## config.mk

```make
export PLATFORM = sky130hd
export DESIGN_NAME = ifep_top
export DESIGN_NICKNAME = d
export VERILOG_FILES = /design/src/hw/ifep_pkg.sv /design/src/hw/ifep_top.sv /design/src/hw/ifep_rank_mem.sv
export VERILOG_INCLUDE_DIRS = /design/src /design/src/hw
export SDC_FILE = /design/constraint.sdc
export NUM_CORES = 1
export LEC_CHECK = 0
export ABC_AREA = 1
export BUFFER_PORTS_ARGS = -buffer_cell sky130_fd_sc_hd__buf_2
export CORE_ASPECT_RATIO = 1.1
export CORE_MARGIN = 4
export CORE_UTILIZATION = 30
export DETAILED_ROUTE_END_ITERATION = 12
export GPL_ROUTABILITY_DRIVEN = 0
export GPL_TIMING_DRIVEN = 0
export SYNTH_ARGS = -nofsm -noshare
export SYNTH_HDL_FRONTEND = slang
export SYNTH_SLANG_ARGS = --single-unit
```

## constraint.sdc

```tcl
create_clock -name core_clk_i -period 85.8 [get_ports core_clk_i]
set_input_delay 0 -clock core_clk_i [delete_from_list [all_inputs] [get_ports core_clk_i]]
set_output_delay 0 -clock core_clk_i [all_outputs]
set_load 0.005 [all_outputs]
```

## src/hw/ifep_defines.svh

```systemverilog
// constants for the interrupt flag, enable and priority block
// assumes a 32-bit apb register map, byte addressed
// How it works
// - software-written 32-bit reload value loads proximity timer on each interrupt event.
// - flag bit reads 1 once its request occurred, 0 otherwise; 32 per register.
// - enable bit 1 allows its source, 0 disables it; matches flags one to one.
// - each slot has 3-bit priority, codes 001..111 mean levels 1..7.
// - priority code zero disables the vector; it is never presented.
// - each slot has 2-bit subpriority, codes 00..11 mean levels 0..3.
// - top slot priority at bits 28:26, subpriority at bits 25:24.
// - third slot priority at bits 20:18, subpriority at bits 17:16.
// - bits 31:29, 23:21, 15:13 (and 7:5) always read zero.
// - lower slots priority at 12:10 and 4:2, subpriority at 9:8 and 1:0.
// - every request input sampled on rising clock and latched into its flag.
// - a set flag with enable clear is masked from the vector; its event still loads the timer, sets status and can raise irq.
`ifndef IFEP_DEFINES_SVH
`define IFEP_DEFINES_SVH

// ------------------------------------------------------------
// register byte offsets
// ------------------------------------------------------------
`define IFEP_OFS_RELOAD 12'h000
`define IFEP_OFS_FLAG 12'h004
`define IFEP_OFS_MASK 12'h008
`define IFEP_OFS_STAT 12'h00c
`define IFEP_OFS_IMASK 12'h010
`define IFEP_OFS_VEC 12'h014
`define IFEP_OFS_RANK0 12'h020
`define IFEP_RANK_WORDS 8

// ------------------------------------------------------------
// rank word layout and reset values
// ------------------------------------------------------------
`define IFEP_RANK_IMPL 32'h1f1f_1f1f
`define IFEP_SLOT_STRIDE 8
`define IFEP_LVL_LSB 2
`define IFEP_RESET_WORD 32'h0000_0000
`define IFEP_STAT_EVENT 0
`define IFEP_STAT_TIMER 1

`endif

```

## src/hw/ifep_pkg.sv

```systemverilog
// types for the interrupt flag, enable and priority block
// assumes nothing beyond the defines header
package ifep_pkg;
    typedef enum logic [1:0] {
        IFEP_APB_IDLE,
        IFEP_APB_ACCESS
    } ifep_apb_state_t;
    typedef logic [2:0] ifep_level_t;
    typedef logic [1:0] ifep_sublevel_t;
endpackage

```

## src/hw/ifep_top.sv

```systemverilog
// interrupt flag, enable mask and vector rank bookkeeping
// assumes apb master on core_clk_i, requests synchronous to it
`timescale 1ns/1ps
`default_nettype none
`include "ifep_defines.svh"
module ifep_top #(
    parameter int NSRC = 32,
    parameter int RANK_WORDS = `IFEP_RANK_WORDS
) (
    // clock and reset
    input wire logic core_clk_i,
    input wire logic rst_n_i,
    // apb slave
    input wire logic psel_i,
    input wire logic penable_i,
    input wire logic pwrite_i,
    input wire logic [11:0] paddr_i,
    input wire logic [31:0] pwdata_i,
    output logic [31:0] prdata_o,
    output logic pready_o,
    output logic pslverr_o,
    // request lines from peripherals
    input wire logic [NSRC-1:0] irq_req_i,
    // vector to processor core
    output logic vec_valid_o,
    output logic [4:0] vec_num_o,
    output logic [2:0] vec_level_o,
    output logic [1:0] vec_sublevel_o,
    // proximity timer reload
    output logic prox_load_o,
    output logic [31:0] prox_value_o,
    // interrupt line
    output logic irq_o
);
    localparam int IW = $clog2(RANK_WORDS);

    // ------------------------------------------------------------
    // state
    // ------------------------------------------------------------
    ifep_pkg::ifep_apb_state_t st_q, st_d;
    logic [31:0] reload_q, reload_d;
    logic [31:0] flag_q, flag_d;
    logic [31:0] mask_q, mask_d;
    logic [1:0] stat_q, stat_d;
    logic [1:0] imask_q, imask_d;
    logic [31:0] prdata_d;
    logic pready_d, pslverr_d;
    logic vv_d, vv_q;
    logic [4:0] vn_d, vn_q;
    ifep_pkg::ifep_level_t vl_d, vl_q;
    ifep_pkg::ifep_sublevel_t vs_d, vs_q;
    logic pl_d, pl_q;
    logic irq_d, irq_q;

    logic [RANK_WORDS*32-1:0] rank_all;
    logic [31:0] rank_rd;
    logic rank_we;
    logic [IW-1:0] rank_idx;
    logic is_rank, rd_rank_q, rd_rank_d;

    // ------------------------------------------------------------
    // helpers
    // ------------------------------------------------------------
    function automatic ifep_pkg::ifep_level_t lvl_of(
        input logic [RANK_WORDS*32-1:0] all, input int s);
        logic [31:0] w;
        w = all[(s/4)*32 +: 32];
        return w[(s%4)*`IFEP_SLOT_STRIDE+`IFEP_LVL_LSB +: 3];
    endfunction

    function automatic ifep_pkg::ifep_sublevel_t sub_of(
        input logic [RANK_WORDS*32-1:0] all, input int s);
        logic [31:0] w;
        w = all[(s/4)*32 +: 32];
        return w[(s%4)*`IFEP_SLOT_STRIDE +: 2];
    endfunction

    function automatic logic hit(input logic [11:0] a, input logic [11:0] o);
        return a == o;
    endfunction

    assign is_rank = paddr_i >= `IFEP_OFS_RANK0 &&
        paddr_i < 12'(`IFEP_OFS_RANK0 + RANK_WORDS * 4) &&
        paddr_i[1:0] == 2'b00;
    assign rank_idx = IW'((paddr_i - `IFEP_OFS_RANK0) >> 2);
    assign rank_we = st_q == ifep_pkg::IFEP_APB_ACCESS && psel_i &&
        penable_i && pwrite_i && is_rank;

    ifep_rank_mem #(.WORDS(RANK_WORDS)) u_rank (
        .core_clk_i(core_clk_i),
        .rst_n_i(rst_n_i),
        .wr_en_i(rank_we),
        .wr_idx_i(rank_idx),
        .wr_data_i(pwdata_i & `IFEP_RANK_IMPL),
        .rd_idx_i(rank_idx),
        .rd_data_o(rank_rd),
        .all_o(rank_all)
    );

    // ------------------------------------------------------------
    // apb and register next state
    // ------------------------------------------------------------
    logic wr_acc, new_evt;
    always_comb begin
        st_d = st_q;
        reload_d = reload_q;
        mask_d = mask_q;
        imask_d = imask_q;
        prdata_d = prdata_o;
        pready_d = 1'b0;
        pslverr_d = 1'b0;
        rd_rank_d = 1'b0;
        wr_acc = 1'b0;
        flag_d = flag_q | irq_req_i;
        new_evt = |(irq_req_i & ~flag_q);
        stat_d = stat_q;
        unique case (st_q)
            ifep_pkg::IFEP_APB_IDLE: begin
                if (psel_i && !penable_i) begin
                    st_d = ifep_pkg::IFEP_APB_ACCESS;
                end
            end
            ifep_pkg::IFEP_APB_ACCESS: begin
                if (psel_i && penable_i && !pready_o && !rd_rank_q) begin
                    wr_acc = pwrite_i;
                    if (is_rank && !pwrite_i) begin
                        rd_rank_d = 1'b1;
                    end else begin
                        pready_d = 1'b1;
                        st_d = ifep_pkg::IFEP_APB_IDLE;
                    end
                    prdata_d = 32'h0000_0000;
                    if (hit(paddr_i, `IFEP_OFS_RELOAD)) begin
                        prdata_d = reload_q;
                        if (wr_acc) reload_d = pwdata_i;
                    end else if (hit(paddr_i, `IFEP_OFS_FLAG)) begin
                        prdata_d = flag_q;
                        if (wr_acc) begin
                            // software set acts as an event; hw set wins
                            new_evt = new_evt | |(pwdata_i & ~flag_q);
                            flag_d = pwdata_i | irq_req_i;
                        end
                    end else if (hit(paddr_i, `IFEP_OFS_MASK)) begin
                        prdata_d = mask_q;
                        if (wr_acc) mask_d = pwdata_i;
                    end else if (hit(paddr_i, `IFEP_OFS_STAT)) begin
                        prdata_d = {30'h0000_0000, stat_q};
                        if (wr_acc) stat_d = stat_q & ~pwdata_i[1:0];
                    end else if (hit(paddr_i, `IFEP_OFS_IMASK)) begin
                        prdata_d = {30'h0000_0000, imask_q};
                        if (wr_acc) imask_d = pwdata_i[1:0];
                    end else if (hit(paddr_i, `IFEP_OFS_VEC)) begin
                        prdata_d = {21'h00_0000, vv_q, vl_q, vs_q, vn_q};
                    end else if (!is_rank) begin
                        pslverr_d = 1'b1;
                    end
                end else if (rd_rank_q) begin
                    prdata_d = rank_rd;
                    pready_d = 1'b1;
                    st_d = ifep_pkg::IFEP_APB_IDLE;
                end
            end
        endcase
        // events after the write so a set beats a clear
        pl_d = new_evt;
        if (new_evt) stat_d[`IFEP_STAT_EVENT] = 1'b1;
        if (new_evt) stat_d[`IFEP_STAT_TIMER] = 1'b1;
        irq_d = |(stat_d & imask_d);
    end

    // ------------------------------------------------------------
    // vector selection
    // ------------------------------------------------------------
    always_comb begin
        ifep_pkg::ifep_level_t l;
        ifep_pkg::ifep_sublevel_t s;
        l = 3'h0;
        s = 2'h0;
        vv_d = 1'b0;
        vn_d = 5'h00;
        vl_d = 3'h0;
        vs_d = 2'h0;
        for (int i = 0; i < NSRC && i < RANK_WORDS * 4; i++) begin
            l = lvl_of(rank_all, i);
            s = sub_of(rank_all, i);
            // masked or level zero sources go no further
            if (flag_q[i] && mask_q[i] && l != 3'h0) begin
                if (!vv_d || l > vl_d ||
                    (l == vl_d && s > vs_d)) begin
                    vv_d = 1'b1;
                    vn_d = 5'(i);
                    vl_d = l;
                    vs_d = s;
                end
            end
        end
    end

    // ------------------------------------------------------------
    // registers
    // ------------------------------------------------------------
    always_ff @(posedge core_clk_i) begin
        if (!rst_n_i) begin
            st_q <= ifep_pkg::IFEP_APB_IDLE;
            reload_q <= `IFEP_RESET_WORD;
            flag_q <= `IFEP_RESET_WORD;
            mask_q <= `IFEP_RESET_WORD;
            stat_q <= 2'h0;
            imask_q <= 2'h0;
            prdata_o <= `IFEP_RESET_WORD;
            pready_o <= 1'b0;
            pslverr_o <= 1'b0;
            rd_rank_q <= 1'b0;
            vv_q <= 1'b0;
            vn_q <= 5'h00;
            vl_q <= 3'h0;
            vs_q <= 2'h0;
            pl_q <= 1'b0;
            irq_q <= 1'b0;
        end else begin
            st_q <= st_d;
            reload_q <= reload_d;
            flag_q <= flag_d;
            mask_q <= mask_d;
            stat_q <= stat_d;
            imask_q <= imask_d;
            prdata_o <= prdata_d;
            pready_o <= pready_d;
            pslverr_o <= pslverr_d;
            rd_rank_q <= rd_rank_d;
            vv_q <= vv_d;
            vn_q <= vn_d;
            vl_q <= vl_d;
            vs_q <= vs_d;
            pl_q <= pl_d;
            irq_q <= irq_d;
        end
    end

    assign vec_valid_o = vv_q;
    assign vec_num_o = vn_q;
    assign vec_level_o = vl_q;
    assign vec_sublevel_o = vs_q;
    assign prox_load_o = pl_q;
    assign prox_value_o = reload_q;
    assign irq_o = irq_q;
endmodule
`default_nettype wire

```

## src/hw/ifep_rank_mem.sv

```systemverilog
// small memory holding the vector rank words
// assumes the caller masks reserved bits on write
`timescale 1ns/1ps
`default_nettype none
`include "ifep_defines.svh"
module ifep_rank_mem #(
    parameter int WORDS = 8
) (
    // clock and reset
    input wire logic core_clk_i,
    input wire logic rst_n_i,
    // write port
    input wire logic wr_en_i,
    input wire logic [$clog2(WORDS)-1:0] wr_idx_i,
    input wire logic [31:0] wr_data_i,
    // registered read port
    input wire logic [$clog2(WORDS)-1:0] rd_idx_i,
    output logic [31:0] rd_data_o,
    // flat view for the arbiter
    output logic [WORDS*32-1:0] all_o
);
    logic [31:0] mem_q [WORDS];
    logic [31:0] mem_d [WORDS];
    logic [31:0] rd_d;

    always_comb begin
        for (int i = 0; i < WORDS; i++) begin
            mem_d[i] = mem_q[i];
        end
        if (wr_en_i) begin
            mem_d[wr_idx_i] = wr_data_i;
        end
        rd_d = mem_q[rd_idx_i];
    end

    always_ff @(posedge core_clk_i) begin
        for (int i = 0; i < WORDS; i++) begin
            mem_q[i] <= rst_n_i ? mem_d[i] : `IFEP_RESET_WORD;
        end
        rd_data_o <= rst_n_i ? rd_d : `IFEP_RESET_WORD;
    end

    always_comb begin
        for (int i = 0; i < WORDS; i++) begin
            all_o[i*32 +: 32] = mem_q[i];
        end
    end
endmodule
`default_nettype wire

```

* Word level (Yosys, flattened, before mapping)
Memories as Yosys holds them, arrays and structs flattened. A register that Yosys moved wholly into a read port is not among the register bits.
Cells that the tools add are included.
** Word-level totals
- Input port bits :: 81
- Memory bits (writable) :: 256
- Memories kept :: 1
- Flip-flop bits (word level) :: 150
** Memories
- u_rank.mem_q :: depth 8, width 32, read ports 9, clocked after memory_dff 1, write ports 8, RTL line ifep_rank_mem.sv:22 : logic [31:0] mem_q [WORDS];
** Operators by class
- Muxes and demuxes :: 308
- Equal/unequal tests :: 40
- $add $sub $neg :: 1
- Bitwise logic cells :: 15
- Order comparisons :: 66
- Reductions and logical operators :: 251
** Operator list (number)
- 32-bit two-way mux :: 19
- 5-bit two-way mux :: 60
- 256-bit bitwise mux :: 1
- 256-bit two-way mux :: 1
- 3-bit two-way mux :: 63
- 2-bit two-way mux :: 82
- 1-bit logical AND :: 107
- 32-bit demux with 3-bit select :: 1
- 3-bit nonzero test :: 32
- 3-bit equality test :: 31
- 3-bit > comparator :: 31
- 1-bit two-way mux :: 77
- 32-bit bitwise AND :: 2
- 32-bit bitwise OR :: 2
- 32-bit OR reduction :: 2
- 2-bit > comparator :: 31
- 1-bit logical OR :: 62
- 1-bit zero test :: 36
- 11-bit two-way mux :: 3
- 32-bit NOT :: 1
- 12-bit by 4-bit equality test with 1-bit output (second input constant) :: 2
- 12-bit by 5-bit equality test with 1-bit output (second input constant) :: 2
- 12-bit by 3-bit equality test with 1-bit output (second input constant) :: 1
- 12-bit by 6-bit >= comparator with 1-bit output (second input constant) :: 1
- 23 further kinds :: 31

* Logic depth before layout (Yosys ltp)
Gate-level depths: netlist of run 1.
An unclocked memory read counts as a cell.
- Depth in word-level cells :: 159
- Gate-level depth with buffers :: 338

* By module
From an unflattened synthesis of run 1, not the netlist that was laid out.
** Second synthesis, totals
- Cells, all modules :: 4005
- Area, all modules :: 26759.4 um^2
** Modules (own cells, without submodules)
- ifep_top :: instances 1, area an instance 14191.1 um^2, cells each 2256
- ifep_rank_mem :: instances 1, area an instance 12568.3 um^2, cells each 1749

* Worst setup path before layout of run 1
Ideal clock, no wire load.
- Path kind :: register -> register
- From :: register flag_q[0]
- To :: register vn_q[3] (netlist: vec_num_o[3])
- Path slack :: 50988 ps
- Setup time :: 113 ps
- Period minus slack after synthesis :: 34812 ps
- Data arrival time :: 34700 ps
- Stages on the path, launching flop included :: 317
- Path through :: dfxtp_1 nand2_1 inv_2 nand2_4 nor2_4 inv_1 ha_1 nand3_1 nor2_1 nand2_1 nand3_2 nand2_1 buf_4 nand2_1 o21ai_0 ha_1 nand3_1 a21oi_1 (+281 left out) a41oi_1 nand2_1 nand2_1 inv_1 nand2_1 nand2_1 inv_1 ha_1 nand2_1 nor2_1 a211oi_1 a21oi_1 o31ai_1 nand2_1 nor2_1 nand3_2 o21ai_1 inv_2
** Between the ends
- Word-level cells in the longest chain between the ends :: 158
- Elaborated cells between the ends (all ways) :: 460
- Those cells by class :: order compare: 62; eq/ne: 31; mux: 241; reduce/logical: 126
** Ends and longest elaborated chain
- from (decl) :: RTL line ifep_top.sv:42 : logic [31:0] flag_q, flag_d;
- from (signal assigned) :: RTL line ifep_top.sv:206 : flag_q <= `IFEP_RESET_WORD;
- from (signal assigned) :: RTL line ifep_top.sv:223 : flag_q <= flag_d;
- 1-bit logical AND * (2 in a row) :: RTL line ifep_top.sv:187 : if (flag_q[i] && mask_q[i] && l != 3'h0) begin
- 3-bit two-way mux (tied with other cells) :: RTL line ifep_top.sv:187
- 3-bit > comparator (tied with other cells) :: RTL line ifep_top.sv:188 : if (!vv_d || l > vl_d ||
- 1-bit logical OR or 1-bit logical AND (tied branches) :: RTL line ifep_top.sv:188, ifep_top.sv:189
- 1-bit logical OR :: RTL line ifep_top.sv:188
- 3-bit two-way mux (tied with other cells) :: RTL line ifep_top.sv:188
- 3-bit two-way mux (tied with other cells) :: RTL line ifep_top.sv:187
- 3-bit > comparator (tied with other cells) :: RTL line ifep_top.sv:188
- (+141 left out)
- 1-bit logical OR :: RTL line ifep_top.sv:188
- 3-bit two-way mux (tied with other cells) :: RTL line ifep_top.sv:188
- 3-bit two-way mux (tied with other cells) :: RTL line ifep_top.sv:187
- 3-bit > comparator (tied with other cells) :: RTL line ifep_top.sv:188
- 1-bit logical OR or 1-bit logical AND (tied branches) :: RTL line ifep_top.sv:188, ifep_top.sv:189
- 1-bit logical OR :: RTL line ifep_top.sv:188
- 5-bit two-way mux :: RTL line ifep_top.sv:188
- 5-bit two-way mux * :: RTL line ifep_top.sv:187
- to (signal assigned) :: RTL line ifep_top.sv:232 : vn_q <= vn_d;
- to (decl) :: RTL line ifep_top.sv:49 : logic [4:0] vn_d, vn_q;
Mark *: on every way between the ends. The rest lies on a longest branch, timed or not.
A chain may end at the register's enable or synchronous reset.

* Worst setup path in the final report of run 1
- From :: register flag_q[0]
- To :: register vn_q[4] (netlist: vec_num_o[4])
Same word-level chain as after synthesis.

==> impl_metrics.toml, run 1 <==
[route]
drc = 0
drtPass1Iterations = 7
vias_per_cell = 5.61
wl_mm = 97.6
drtIter0Drc = 3150
antenna_left = 0
routedWlPerCell_microns = 23.4
route.vias.total = 23500

[global_routing]
grt_pass1_wl_mm = 140
grtUsageTotal = 0.253
antenna_found_initial = 17
gr-total-overflow = 0
grt_max_degree = 14
grt_pass1_vias = 21700

[cts]
cts-root-buf = "clkbuf_16"
worstSkewPairLatency_ns = 0.55
numCtsBuffers = 36
cts_sinks = 329
post_cts_buffers = 0
clkTransAtPathRegs_ns = 0.07
cts_resized = 0
h-tree-depth = 2
clockBufferDepth = 3
cts_hold_buf = 60
cts_tree = "built"

[layout]
nNetsFinal = 3445
fin_cells = 4179
regArea_sq_um = 6590
fillers = 7423
stdcell_area_sq_um = 24500
syn2layout_area_growth_pct = 17.8
final_util = 0.359
drive_gt1_frac = 0.107
multiInputGateArea_sq_um = 11600

[worst_setup_path]
cpMaxStageDelayCell = "dfxtp_1"
start_kind = "register"
crit_path_end_kind = "register"
r2r_cells = 315
cp_common_cell = "nand2_1"
rr_endpoint = "vec_num_o[4]"
max_stage_delay_ns = 0.45
crit_buf_inv = 61
arrival_ns = 41.22
critPathMaxFanout = 10
critPathKind = "reg -> reg"
r2r_start = "flag_q[0]"
cp_top_family = "simple AND/OR/NAND/NOR gates"
r2r_setup_slack_ns = 44.99
worstPathRequired_ns = 86.21

[sta]
fmax_mhz = 24.5
final_max_slew_viol_count = 11
min_period_ns = 40.81
setup_viol_count_final = 0
finClkSkew_ns = 0.0148
whs_ns = 0.0886
fin_crit_sh = 0.476
maxSlewHeadroom = -0.0316
worst_slew_pin_slew_ns = 1.55
rsz0062_at_grt = "false"
fin_tns_setup_ns = 0
hold_viol = 0

[flow_run]
cap_violations = 3

[synth]
synth_flop_cell = "dfxtp_1"
syn_inst = 2994
synth-async-reset-ratio = 0
postSynthAreaPerCell_sq_um = 6.95
synth_edf_count = 0
synth_top_area_frac = 0.317
synth-seq-cells = 329
synthTopCellsByCount = "nand2_1 (475), inv_1 (446), o21ai_0 (415)"
synth.distinct_cells = 63
synthesis.nets = 3209
syn_area_sq_um = 20800
yosysMostFrequentCell = "nand2_1"
synth_area_leaders = "dfxtp_1 (32%), o21ai_0 (10%), nand2_1 (8.6%)"
ys_warn_count = 0
ys_seq_area_frac = 0.317
synth_largest_area_cell = "dfxtp_1"

[place]
port_buffers = 138
dp.cells = 4050
place_area_sq_um = 22600
place_hpwl_mm = 76.3

[die]
row_count = 100
io_pins = 160
die_area_sq_um = 73600
die_h_microns = 284
die_w_microns = 259
coreArea_sq_um = 68200
start_util = 0.305

[pwr]
leakagePower_nw = 10.6
p_per_area_nw_per_um2 = 14.3
peakVddDrop_v = 0.0000127

[worst_hold_path]
hold_class = "in -> reg"
holdPathStages = 3
hold_path_end = "u_rank.mem_q[7][1]"
hp-start = "pwdata_i[1]"

[outcome]
outcome = "finished with violations"
violations = "capacitance limit, slew limit"
[final cells by class]
cell class / count / share of cell area
diodes: 6 / 0.000613
well taps: 918 / 0.0469
repair buffers: 198 / 0.0527
clock buffers: 50 / 0.0430
plain buffers: 172 / 0.0336
flip-flops and latches: 329 / 0.269
inverters: 471 / 0.0735
clock inverters: 13 / 0.00761
multi-input cells: 2022 / 0.473
[worst max path at each step]
| stage | from | endpoint | slack (ns) | cells after the start |
|---|---|---|---|---|
| finish | flag_q[0] | vec_num_o[4] | 44.99 | 315 |
| global route | flag_q[0] | vec_num_o[4] | 39.97 | 322 |
| CTS | flag_q[0] | vec_num_o[4] | 45.09 | 313 |
| floorplan | flag_q[0] | vec_num_o[3] | 50.99 | 316 |
| global placement | flag_q[0] | vec_num_o[4] | 45.47 | 315 |
| detailed placement | flag_q[0] | vec_num_o[4] | 45.23 | 314 |
[through the flow]
stage	total power, mW	worst slack [ns]
after floorplan	0.170	50.99
after global placement	0.182	45.47
after detailed placement	0.182	45.23
after CTS	0.347	45.09
after global routing	0.355	39.97
final	0.351	44.99
[sequential cells by signal, indices dropped and copies added, names as in the netlist, 2 cells and up]
name              flops
mask_q               32
u_rank.rd_data_o     20
vec_num_o             5
prdata_o             32
u_rank.mem_q        160
vec_sublevel_o        2
imask_q               2
stat_q                2
vec_level_o           3
flag_q               32
prox_value_o         32
[power by group]
| group | internal (mW) | leakage (nW) | total, mW | switching [mW] |
|---|---|---|---|---|
| sequential | 0.154 | 2.66 | 0.157 | 0.00254 |
| combinational | 0.00734 | 7.36 | 0.0260 | 0.0186 |
| clock | 0.0983 | 0.618 | 0.168 | 0.0696 |
| total | 0.260 | 10.6 | 0.351 | 0.0908 |
[cell families after synthesis]
logic type	after synthesis	synth area share
compound gates	957	0.269
simple gates	931	0.208
buf+inv	643	0.126
flops	329	0.317
fa+ha+maj	134	0.0806
[per-layer routing]
metal / track usage / part of all wire / wire length [microns]
met5: 0 / 0.00026 / 25
met4: 0.179 / 0.089 / 8700
met3: 0.0480 / 0.10 / 10000
met2: 0.399 / 0.43 / 42300
met1: 0.310 / 0.38 / 36600
[worst register-to-register path: cells and delay by family, from the launching register on]
family	cells	cell delay (ns)
AO/OA/AOI/OAI	65	10.66
adder cells (fa/ha/maj)	31	9.66
buffers and inverters	61	7.12
flip-flops	1	0.45
AND/OR/NAND/NOR	158	12.75
[cells in the final DEF, fill, tap and decap left out, types with 36 or more instances in the layout]
cell type      count
nand2_1          475
buf_2            138
dlygate4sd3_1     60
clkbuf_1         151
nand4_1           57
nand3_1          115
o22ai_1           41
a221oi_1          47
clkbuf_16         36
ha_1             134
o21ai_0          415
dfxtp_1          329
nor2_1           153
inv_1            446
a21oi_1          286
Power figures use the tool's default switching activity.
==> run 2, diff against run 1 <==
==> constraint.sdc (replaced) <==
create_clock -name core_clk_i -period 40.1 [get_ports core_clk_i]
set_input_delay 0 -clock core_clk_i [delete_from_list [all_inputs] [get_ports core_clk_i]]
set_output_delay 0 -clock core_clk_i [all_outputs]
set_load 0.005 [all_outputs]
==> run 2 against run 1 <==
  * Routed wire length is 0.98% higher
  * Clock power is 110% higher
  * Critical endpoint unchanged
  * Highest routed layer unchanged
  * The flow still finishes with violations (capacitance limit, slew limit)
  * Sequential share of layout area is 0.57 points lower
  * First-iteration DRC count is 2.7% lower
  * Cell count is 0.77% higher
  * Cell area is 2.3% higher
  * Die area stayed put
  * Critical path depth is 2 lower
  * Total power is 110% higher
  * Largest cell class unchanged
  * Largest power group unchanged
  * Non-clock buffer count is 31 higher
  * Utilization is 0.83 points higher
  * Worst setup slack worse by 42 ns
==> impl_metrics.toml, run 2 (synthesized netlist as in run 1, its figures left out) <==
[route]
route.vias.total = 23700
routedWlPerCell_microns = 23.4
drtPass1Iterations = 7
dr_wl_met3_mm = 10.3
antenna_left = 0
wl_mm = 98.6
vias_per_cell = 5.62
routed.top_layer = "met5"
met1Wirelength_mm = 36.7
drtIter0Drc = 3066
met2_length_mm = 42.7
drc = 0

[pwr]
internal_power_mw = 0.557
power_frac_clock = 0.479
combPwrFrac = 0.074
switching_power_mw = 0.195
leakagePower_nw = 10.9
peakVddDrop_v = 0.0000274
p_per_area_nw_per_um2 = 30.0
seq_power_share = 0.447
swShare = 0.259

[layout]
nNetsFinal = 3476
stdcell_area_sq_um = 25100
largest_reg_flops = 160
top_register = "u_rank.mem_q"
final_util = 0.367
drive_gt1_frac = 0.133
final_cell_mix = "nand2_1 (461), inv_1 (443), o21ai_0 (327), dfxtp_1 (324), a21oi_1 (284)"
syn2layout_area_growth_pct = 20.5
layout_commonest_cell = "nand2_1"

[worst_setup_path]
cpMaxStageDelayCell = "dfxtp_4"
cp_top_family = "simple AND/OR/NAND/NOR gates"
worstPathRequired_ns = 40.52
max_stage_delay_ns = 0.38
start_kind = "register"
cp_common_cell = "nand2_1"
crit_buf_inv = 57
critPathKind = "reg -> reg"
crit_path_end_kind = "register"
arrival_ns = 37.06
critPathMaxFanout = 10

[place]
place_area_sq_um = 22600
place_hpwl_mm = 76.3
port_buffers = 138
place_ws_ns = -0.466

[sta]
final_max_slew_viol_count = 12
maxSlewHeadroom = -0.0494
hold_viol = 0
min_period_ns = 36.64
worst_slew_pin_slew_ns = 1.53
worst_slack_ns = 3.46
fin_crit_sh = 0.914
fin_tns_setup_ns = 0
finClkSkew_ns = 0.0155
fmax_mhz = 27.3
setup_viol_count_final = 0
whs_ns = 0.0859

[cts]
clkTransAtPathRegs_ns = 0.07
worstSkewPairLatency_ns = 0.56
cts_sinks = 329
clockBufferDepth = 3
cts-root-buf = "clkbuf_16"
cts_tree = "built"
numCtsBuffers = 36
h-tree-depth = 2

[die]
die_h_microns = 284
coreArea_sq_um = 68200
io_pins = 160
start_util = 0.305
row_count = 100
die_area_sq_um = 73600
die_w_microns = 259

[global_routing]
antenna_found_initial = 17
gr-total-overflow = 0
grt_max_degree = 14
grt_pass1_wl_mm = 140
grtUsageTotal = 0.253
grt_pass1_vias = 21600

[outcome]
outcome = "finished with violations"
violations = "capacitance limit, slew limit"

[flow_run]
cap_violations = 2

[worst_hold_path]
hold_class = "in -> reg"
## run 2: cell types whose count changed in the layout (fill, tap and decap cells not counted), moves of 6 or more
cell and change:
nand2_2 +8, o21ai_0 -88, o21ai_1 +72, buf_6 +9
buf_8 +6, nand2_4 +6, nand2_1 -14, buf_4 +20
o21ai_2 +16
## run 2: power groups by stage
stage          logic, mW  registers, mW  clock network (mW)
3_3_place_gp      0.0472          0.343                   0
5_1_grt           0.0571          0.336               0.368
4_1_cts           0.0523          0.336               0.356
6_report          0.0558          0.336               0.360
2_1_floorplan     0.0229          0.340                   0
3_5_place_dp      0.0473          0.343                   0
## run 2: path summary, 6_finish.rpt
check,startpoint,to,slack (ns),cells after the start
worst max-delay path,flag_q[0],vec_num_o[4],3.46,313
worst min-delay path,pwdata_i[1],u_rank.mem_q[7][1],0.09,3
worst max register to register,flag_q[0],vec_num_o[4],3.46,313
worst min register to register,u_rank.rd_data_o[25],prdata_o[25],0.47,2
## run 2: per-stage QoR
stage	total power [mW]	std cells
final	0.751	4211
after global routing	0.761	4205
after CTS	0.743	4172
after detailed placement	0.390	4050
after global placement	0.390	4050
after floorplan	0.363	2994
## run 2: area by class of cell
| class | count | area [sq um] |
|---|---|---|
| Sequential cell | 329 | 6600 |
| Clock inverter | 13 | 186 |
| Clock buffer | 50 | 1050 |
| Tap cell | 918 | 1150 |
| Antenna cell | 7 | 17.5 |
| Multi-Input combinational cell | 2022 | 11800 |
| Buffer | 171 | 866 |
| Timing Repair Buffer | 230 | 1550 |
| Fill cell | 7389 | 43100 |
| Inverter | 471 | 1810 |
## run 2: layer usage
| metal | up-vias | global-route usage |
|---|---|---|
| met1 | 10900 | 0.310 |
| met3 | 472 | 0.0480 |
| met2 | 1521 | 0.399 |
| met5 | - | 0 |
| li1 | 10800 | - |
| met4 | 2 | 0.179 |
## run 2: repair_timing
item,in CTS,in global routing
hold endpoints to repair,60,0
hold buffers,60,0
endpoints found under the setup margin,10,10
gates cloned,0,4
pin swaps,0,69
gates resized for setup,5,176
setup buffers,0,28
## run 2: worst register-to-register path, delay by kind of cell (launching register included)
family | cells | cell delay (ns)
compound gates | 58 | 7.20
fa+ha+maj | 31 | 9.49
buf+inv | 57 | 5.98
flops | 1 | 0.38
simple gates | 167 | 13.48
